**config.mk**
```make
export PLATFORM = sky130hd
export DESIGN_NAME = van_channel_register_sets
export DESIGN_NICKNAME = d
export VERILOG_FILES = /design/src/common/van_regs_pkg.sv /design/src/rtl/van_channel_register_sets.sv
export SDC_FILE = /design/constraint.sdc
export NUM_CORES = 2
export LEC_CHECK = 0
export BUFFER_PORTS_ARGS = -buffer_cell sky130_fd_sc_hd__buf_4
export CORE_UTILIZATION = 44
export DETAILED_ROUTE_END_ITERATION = 16
export HOLD_SLACK_MARGIN = 0.08
export PLACE_DENSITY = 0.58
export SYNTH_ARGS = -nofsm -noshare
export SYNTH_HDL_FRONTEND = slang
export SYNTH_SLANG_ARGS = --single-unit
```
**constraint.sdc**
```tcl
create_clock -name core_clk -period 13.5 [get_ports core_clk]
set_clock_uncertainty 0.15 [all_clocks]
set_input_delay 0.675 -clock core_clk [delete_from_list [all_inputs] [get_ports core_clk]]
set_output_delay 0.675 -clock core_clk [all_outputs]
set_load 0.1 [all_outputs]
```
**src/common/van_regs_pkg.sv**
```systemverilog
/*
 * constants, field positions and carrier structs of the channel register bank
 * assumes one core clock; host bus pins are synchronous to it
 */
// Operation
// - write one clears flag, zero keeps it
// - clear bits map to the six flags
// - fourteen channel sets, eight bytes each
// - set base is 0x10 plus eight times n
// - resets never touch channel registers
// - 12-bit identifier plus four command bits
// - reception hit rewrites stored identifier
// - matching compares only the extension command bit
// - hit writes received command bits to buffer
// - invalid command/status setting makes channel inactive
// - pointer: ack suppress bit, 7-bit buffer offset
// - ack suppress blocks acknowledge, keeps interrupt
// - zero length turns pointer into link
// - only one level of linking followed
// - length field is data bytes plus one
// - device sets channel error; host clears
// - device sets tx/rx bits; host clears
// - mask bit one enables identifier bit compare
// - status flags readable at 0x09, same bits
package van_regs_pkg;
    localparam int          NUM_CHANNELS      = 14;
    localparam logic [7:0]  ADDR_INT_STATUS   = 8'h09;
    localparam logic [7:0]  ADDR_INT_CLEAR    = 8'h0B;
    localparam logic [7:0]  MAILBOX_BASE      = 8'h80;
    localparam logic [3:0]  CHAN_FIRST_SLOT   = 4'h2;
    localparam logic [7:0]  INT_STATUS_RESET  = 8'h80;
    localparam logic [7:0]  INT_RESERVED      = 8'h60;
    localparam logic [2:0]  OFS_ID_HIGH       = 3'h0;
    localparam logic [2:0]  OFS_ID_LOW_CMD    = 3'h1;
    localparam logic [2:0]  OFS_POINTER       = 3'h2;
    localparam logic [2:0]  OFS_LEN_STATUS    = 3'h3;
    localparam logic [2:0]  OFS_MASK_HIGH     = 3'h6;
    localparam logic [2:0]  OFS_MASK_LOW      = 3'h7;
    localparam logic [4:0]  LEN_LINKED        = 5'h00;
    localparam int          BIT_RESET_EVENT   = 7;
    localparam int          BIT_TX_FAULT      = 4;
    localparam int          BIT_TX_OK         = 3;
    localparam int          BIT_RX_FAULT      = 2;
    localparam int          BIT_RX_ACKED      = 1;
    localparam int          BIT_RX_UNACKED    = 0;

    // offset 1 low nibble, from bit 3 down
    typedef struct packed {
        logic compared_command_bit;
        logic ack_request;
        logic read_not_write;
        logic remote_transfer;
    } command_s;

    typedef struct packed {
        logic [11:0] frame_identifier;
        command_s    cmd;
        logic        ack_suppress_spy;
        logic [6:0]  buffer_offset;
        logic [4:0]  length;
        logic        channel_fault_abort;
        logic        channel_transmitted;
        logic        channel_received;
        logic [11:0] identifier_compare_mask;
    } chan_s;

    typedef struct packed {
        logic       cs;
        logic       ale;
        logic       rd_n;
        logic       wr_n;
        logic [7:0] ad_in;
    } host_bus_s;

    typedef struct packed {
        logic        valid;
        logic [11:0] frame_identifier;
        command_s    cmd;
        logic [4:0]  rx_length;
    } match_req_s;

    typedef struct packed {
        logic       valid;
        logic       hit;
        logic [3:0] channel;
        logic [7:0] buf_addr;
        logic [4:0] length;
        logic       ack_suppress;
    } match_rsp_s;

    typedef struct packed {
        logic       valid;
        logic [3:0] channel;
        logic       fault;
        logic       transmitted;
        logic       received;
    } stat_evt_s;

    typedef struct packed {
        logic       valid;
        logic [7:0] addr;
        logic [7:0] data;
    } mbox_wr_s;
endpackage : van_regs_pkg

```
**src/rtl/van_channel_register_sets.sv**
```systemverilog
/*
 * host-visible interrupt status/clear registers and fourteen channel
 * register sets, with identifier matching and single-level linking
 * assumes a frame engine beside it and a host on the multiplexed bus
 */
`timescale 1ns/1ps
`default_nettype none
module van_channel_register_sets (
    input  wire logic                     core_clk,
    input  wire logic                     rst,
    input  wire van_regs_pkg::host_bus_s  bus,
    output var  logic [7:0]               ad_out,
    output var  logic                     ad_oe,
    input  wire logic [7:0]               irq_event,
    output var  logic [7:0]               int_status,
    input  wire van_regs_pkg::match_req_s mreq,
    output var  van_regs_pkg::match_rsp_s mrsp,
    input  wire van_regs_pkg::stat_evt_s  stat,
    output var  van_regs_pkg::mbox_wr_s   mbox
);
    import van_regs_pkg::*;

    typedef struct packed {
        logic [7:0] addr;
        logic       cs_q;
        logic       wr_n_q;
        logic [7:0] wdata;
        logic [7:0] ad_out;
        logic       ad_oe;
        logic [7:0] int_status;
        match_rsp_s rsp;
        mbox_wr_s   mbox;
    } bank_state_s;

    bank_state_s st;
    bank_state_s next_st;
    // channel sets carry no reset on purpose: contents are random after power-up
    chan_s       chan [NUM_CHANNELS];

    logic                    wr_fire;
    logic                    rd_active;
    logic                    chan_sel;
    logic [3:0]              chan_idx;
    logic [2:0]              ofs;
    logic [7:0]              rd_data;
    logic [7:0]              clr_mask;
    logic [NUM_CHANNELS-1:0] hit;
    logic [NUM_CHANNELS-1:0] linked;
    logic [3:0]              eff [NUM_CHANNELS];
    logic                    any_hit;
    logic [3:0]              hit_chan;
    logic [3:0]              rx_target;

    // ==================================================================
    // host bus decode
    assign wr_fire   = st.cs_q && !st.wr_n_q && bus.wr_n;
    assign rd_active = bus.cs && !bus.rd_n;
    assign chan_sel  = !st.addr[7] && (st.addr[6:4] != 3'h0);
    assign chan_idx  = st.addr[6:3] - CHAN_FIRST_SLOT;
    assign ofs       = st.addr[2:0];
    assign clr_mask  = (wr_fire && st.addr == ADDR_INT_CLEAR) ? (st.wdata & ~INT_RESERVED) : 8'h00;

    always_comb begin
        rd_data = 8'h00;
        if (st.addr == ADDR_INT_STATUS) begin
            rd_data = st.int_status;
        end else if (chan_sel) begin
            case (ofs)
                OFS_ID_HIGH:    rd_data = chan[chan_idx].frame_identifier[11:4];
                OFS_ID_LOW_CMD: rd_data = {chan[chan_idx].frame_identifier[3:0], chan[chan_idx].cmd};
                OFS_POINTER:    rd_data = {chan[chan_idx].ack_suppress_spy, chan[chan_idx].buffer_offset};
                OFS_LEN_STATUS: rd_data = {chan[chan_idx].length, chan[chan_idx].channel_fault_abort,
                                           chan[chan_idx].channel_transmitted, chan[chan_idx].channel_received};
                OFS_MASK_HIGH:  rd_data = chan[chan_idx].identifier_compare_mask[11:4];
                OFS_MASK_LOW:   rd_data = {chan[chan_idx].identifier_compare_mask[3:0], 4'h0};
                default:        rd_data = 8'h00;
            endcase
        end
        // the clear register and all unmapped bytes fall through as zero
    end

    // ==================================================================
    // identifier matching and linking
    genvar gi;
    generate
        for (gi = 0; gi < NUM_CHANNELS; gi++) begin : g_match
            logic rx_state;
            logic tgt_ok;
            assign linked[gi] = chan[gi].length == LEN_LINKED;
            assign tgt_ok     = chan[gi].buffer_offset[3:0] < 4'(NUM_CHANNELS);
            // a link is followed once; the target's own length is not examined
            assign eff[gi]    = linked[gi] ? chan[gi].buffer_offset[3:0] : 4'(gi);
            // a link to a missing channel reads as already received, so it stays idle
            assign rx_state   = (linked[gi] && !tgt_ok) ? 1'b1 : chan[eff[gi]].channel_received;
            assign hit[gi]    = mreq.valid
                && !chan[gi].cmd.read_not_write && chan[gi].cmd.remote_transfer && !rx_state
                && (((chan[gi].frame_identifier ^ mreq.frame_identifier)
                     & chan[gi].identifier_compare_mask) == 12'h000)
                && (chan[gi].cmd.compared_command_bit == mreq.cmd.compared_command_bit);
        end
    endgenerate

    // lowest channel number wins when several sets match
    always_comb begin
        any_hit  = 1'b0;
        hit_chan = 4'h0;
        for (int i = NUM_CHANNELS - 1; i >= 0; i--) begin
            if (hit[i]) begin
                any_hit  = 1'b1;
                hit_chan = 4'(i);
            end
        end
    end

    // the received bit lands on the channel that owns the buffer
    assign rx_target = (stat.channel < 4'(NUM_CHANNELS)) ? eff[stat.channel] : stat.channel;

    // ==================================================================
    // state update
    always_comb begin
        next_st        = st;
        next_st.cs_q   = bus.cs;
        next_st.wr_n_q = bus.wr_n;
        if (bus.ale) begin
            next_st.addr = bus.ad_in;
        end
        if (!bus.wr_n) begin
            next_st.wdata = bus.ad_in;
        end
        next_st.ad_oe  = rd_active;
        next_st.ad_out = rd_active ? rd_data : 8'h00;
        // or-ing events after the clear lets a fresh event survive
        next_st.int_status = ((st.int_status & ~clr_mask) | irq_event) & ~INT_RESERVED;
        next_st.rsp.valid        = mreq.valid;
        next_st.rsp.hit          = any_hit;
        next_st.rsp.channel      = hit_chan;
        next_st.rsp.buf_addr     = MAILBOX_BASE | {1'b0, chan[eff[hit_chan]].buffer_offset};
        next_st.rsp.length       = chan[eff[hit_chan]].length;
        // spy mode is the matched set's choice; the engine still reports rx ok
        next_st.rsp.ack_suppress = chan[hit_chan].ack_suppress_spy;
        next_st.mbox.valid       = any_hit;
        next_st.mbox.addr        = next_st.rsp.buf_addr;
        next_st.mbox.data        = {mreq.cmd.ack_request, mreq.cmd.read_not_write,
                                    mreq.cmd.remote_transfer, mreq.rx_length};
    end

    always_ff @(posedge core_clk or posedge rst) begin
        if (rst) begin
            st            <= '0;
            st.wr_n_q     <= 1'b1;
            st.int_status <= INT_STATUS_RESET;
        end else begin
            st <= next_st;
        end
    end

    // ==================================================================
    // channel register sets
    generate
        for (gi = 0; gi < NUM_CHANNELS; gi++) begin : g_chan
            logic host_wr;
            assign host_wr = wr_fire && chan_sel && chan_idx == 4'(gi);
            always_ff @(posedge core_clk) begin
                if (host_wr) begin
                    case (ofs)
                        OFS_ID_HIGH:    chan[gi].frame_identifier[11:4] <= st.wdata;
                        OFS_ID_LOW_CMD: {chan[gi].frame_identifier[3:0], chan[gi].cmd} <= st.wdata;
                        OFS_POINTER:    {chan[gi].ack_suppress_spy, chan[gi].buffer_offset} <= st.wdata;
                        OFS_LEN_STATUS: {chan[gi].length, chan[gi].channel_fault_abort,
                                         chan[gi].channel_transmitted, chan[gi].channel_received} <= st.wdata;
                        OFS_MASK_HIGH:  chan[gi].identifier_compare_mask[11:4] <= st.wdata;
                        OFS_MASK_LOW:   chan[gi].identifier_compare_mask[3:0] <= st.wdata[7:4];
                        default:        ;
                    endcase
                end
                if (any_hit && hit_chan == 4'(gi)) begin
                    chan[gi].frame_identifier <= mreq.frame_identifier;
                end
                // device sets come last so they beat a host write in the same cycle
                if (stat.valid && stat.fault && stat.channel == 4'(gi)) begin
                    chan[gi].channel_fault_abort <= 1'b1;
                end
                if (stat.valid && stat.transmitted && stat.channel == 4'(gi)) begin
                    chan[gi].channel_transmitted <= 1'b1;
                end
                if (stat.valid && stat.received && rx_target == 4'(gi)) begin
                    chan[gi].channel_received <= 1'b1;
                end
            end
        end
    endgenerate

    assign ad_out     = st.ad_out;
    assign ad_oe      = st.ad_oe;
    assign int_status = st.int_status;
    assign mrsp       = st.rsp;
    assign mbox       = st.mbox;
endmodule : van_channel_register_sets
`default_nettype wire

```
==> out/qor.yml <==
max_slew.worst_pin.slew_ns: 1.383
io_pins: 106
holdCritPathClass: "in2reg"
grt_pass1_vias: 29030
nNetsFinal: 3303
cts_htree_levels: 3
critPathSlowestCell: "a211oi_1"
drt_iter0_drc: 4781
top_layer: "met4"
fmax_mhz: 122.7
clk_path_buf_depth: 3
worstSetupStartpointType: "flip-flop"
reg2reg_to: "mbox[9]$_DFF_PP0_"
place_congestion: 1.043
cts_buffers: 78
hold_end: "st[69]$_DFFE_PP0P_"
layout-drive-gt1-share: 0.1725
ant_nets: 0
crit_arrival_ns: 8.56
status: "finished clean"
wl_mm: 164.7
timing.setup.tns_ns: 0
synth_seq_cells: 677
drv_slew: 0
crit_required_ns: 13.91
reg2reg_from: "chan[588]$_DFFE_PP_"
final_hold_viol_count: 0
cts_sinks: 677
ff2ff_path_depth: 16
wl_met2_mm: 74.59
coreArea_um2: 85550
crit_path_max_incr_delay_ns: 0.94
critPathKind: "reg2reg"
die_h_um: 296.7
wl_met1_mm: 63.37
clk_pin_slew_ns: 0.06
yosysUniqueCellTypes: 97
netlist_area_um2: 38220
vias: 30860
grt_start_max_net_pins: 92
worstHoldPathCells: 3
root_buffer: "clkbuf_16"
slew_headroom: 0.06840
synth_area_leaders: "edfxtp_1, mux4_2, mux2i_1"
cap_violations: 0
postSynthCellCount: 3285
antenna_found_initial: 3
cts_tree: "yes"
post_cts_buffers: 0
synth_edf_count: 574
r2r_setup_slack_ns: 5.35
seq_area_frac_synth: 0.5130
synthFlopType: "edfxtp_1"
port_buffers: 101
path_cells: "or4_1 -> nor2_1 -> nand2_1 -> a211oi_1 -> nor4_2 -> buf_4 -> or3_1 -> nand2b_1 -> nor2_1 -> nand2_2 -> o211ai_1 -> a2111o_2 -> buf_4 -> nand3_1 -> o22ai_1 -> a211o_1"
cp-end-kind: "flip-flop"
place_hpwl_mm: 118.5
initial_utilization: 0.4467
min_period_ns: 8.147
crit_fanout: 41
fin_crit_sh: 0.6035
dieArea_um2: 88040
route.met3.wl_mm: 16.61
area_growth_pct: 11.03
viasPerCell: 6.917
yosysMostFrequentCell: "edfxtp_1"
leakage_nw: 14.33
finalSetupViolCount: 0
grt_first_pass_wirelength_mm: 229.0
drc: 0
rows: 107
yosys_warnings: 0
fillCellCount: 7557
gr-total-overflow: 0
ys_top_cells_by_count: "edfxtp_1, nand2_1, o21ai_0, clkbuf_1, nand3_1"
syn_area_per_cell_um2: 11.63
holdWs_ns: 0.09901
synth_top_area_frac: 0.4510
yosysTopAreaCell: "edfxtp_1"
ys_async_sr_fraction: 0.09010
cellPowerDensity_nw_per_um2: 128.7
irDropWorstVdd_uv: 110.0
die_x_um: 296.7
firstDrtPassIters: 7
min_from: "bus[5]"
clk_latency_ns: 0.66
avgRoutedWirePerCell_um: 36.92
gr-usage-all-layers: 0.3674
grt_setup_unrepaired: "no"
## per-stage QoR
| stage | cells | util | setup WS [ns] | area [um^2] | power [mW] |
|---|---|---|---|---|---|
| 2_1_floorplan | 3286 | - | 8.441 | 38220 | 2.954 |
| 3_3_place_gp | 4296 | 0.4644 | 5.729 | 39720 | 3.335 |
| 3_5_place_dp | 4296 | 0.4644 | 5.624 | 39720 | 3.346 |
| 4_1_cts | 4458 | 0.4959 | 5.586 | 42420 | 5.444 |
| 5_1_grt | 4459 | 0.4960 | 5.203 | 42430 | 5.565 |
| 6_report | 4461 | 0.4960 | 5.353 | 42430 | 5.462 |
## state kept, by name, summed over array words and instances (netlist names)
register and cells:
ad_oe 1, chan 616, mrsp 11, ad_out 8, st 15, ofs 3
mbox 17, int_status 6
## how the worst max path moves through the flow
stage,startpoint,end,slack [ns],depth (start not counted)
CTS,chan[588]$_DFFE_PP_,mbox[9]$_DFF_PP0_,5.59,16
global route,chan[588]$_DFFE_PP_,mbox[9]$_DFF_PP0_,5.20,16
global placement,chan[588]$_DFFE_PP_,mbox[9]$_DFF_PP0_,5.73,16
floorplan,mreq[15],mbox[10]$_DFF_PP0_,8.44,19
detailed placement,chan[588]$_DFFE_PP_,mbox[9]$_DFF_PP0_,5.62,16
finish,chan[588]$_DFFE_PP_,mbox[9]$_DFF_PP0_,5.35,16
## layout make-up
| type | count | area (um^2) | area share |
|---|---|---|---|
| multi-input cells | 2246 | 17100 | 0.4029 |
| clock buffers | 100 | 2105 | 0.04960 |
| repair buffers | 202 | 1569 | 0.03698 |
| diodes | 2 | 5.005 | 0.0001179 |
| well taps | 1144 | 1431 | 0.03373 |
| flip-flops and latches | 677 | 19620 | 0.4625 |
| clock inverters | 46 | 431.7 | 0.01017 |
| inverters | 44 | 171.4 | 0.004040 |
## placed cells by master, fill, tap and decap left out, types with 44 or more instances in the layout
master and instances:
xor2_1 177, mux4_2 163, nand3_1 179, mux2_2 44, edfxtp_1 574, nor2_1 167, a211oi_1 60, nor3_1 47
nand2_1 332, dfrtp_1 49, mux2i_1 160, a22oi_1 76, a21oi_1 59, clkbuf_16 78, o21ai_0 254, buf_4 185
## logic make-up after synthesis
| kind of cell | share of synthesized area |
|---|---|
| flip-flops | 0.5130 |
| AND/OR/NAND/NOR | 0.1191 |
| adder cells (fa/ha/maj) | 0.0006547 |
| buffers and inverters | 0.04240 |
| other | 0.0001965 |
| AO/OA/AOI/OAI | 0.1289 |
| XOR/XNOR | 0.04217 |
| multiplexers | 0.1536 |
## critical path: cells and delay by family, from the launching register on
family          cells  cell delay, ns
simple gates        9            4.14
buf+inv             2            0.85
flops               1            0.43
compound gates      5            2.40
## routing by layer
metal,vias to the layer above,track usage
li1,12610,-
met1,15620,0.4894
met2,2240,0.5689
met3,396,0.06781
met4,0,0.1994
met5,-,0
## timing repair
action,4_1_cts,5_1_grt
endpoints found under the hold margin,16,0
gates resized for setup,0,0
hold buffers,16,0
## report_power, final
part | total, mW | internal [mW] | switching [mW]
combinational | 0.949 | 0.299 | 0.649
clock | 2.12 | 1.20 | 0.926
sequential | 2.39 | 2.33 | 0.0643
(Power assumes the default switching activity.)
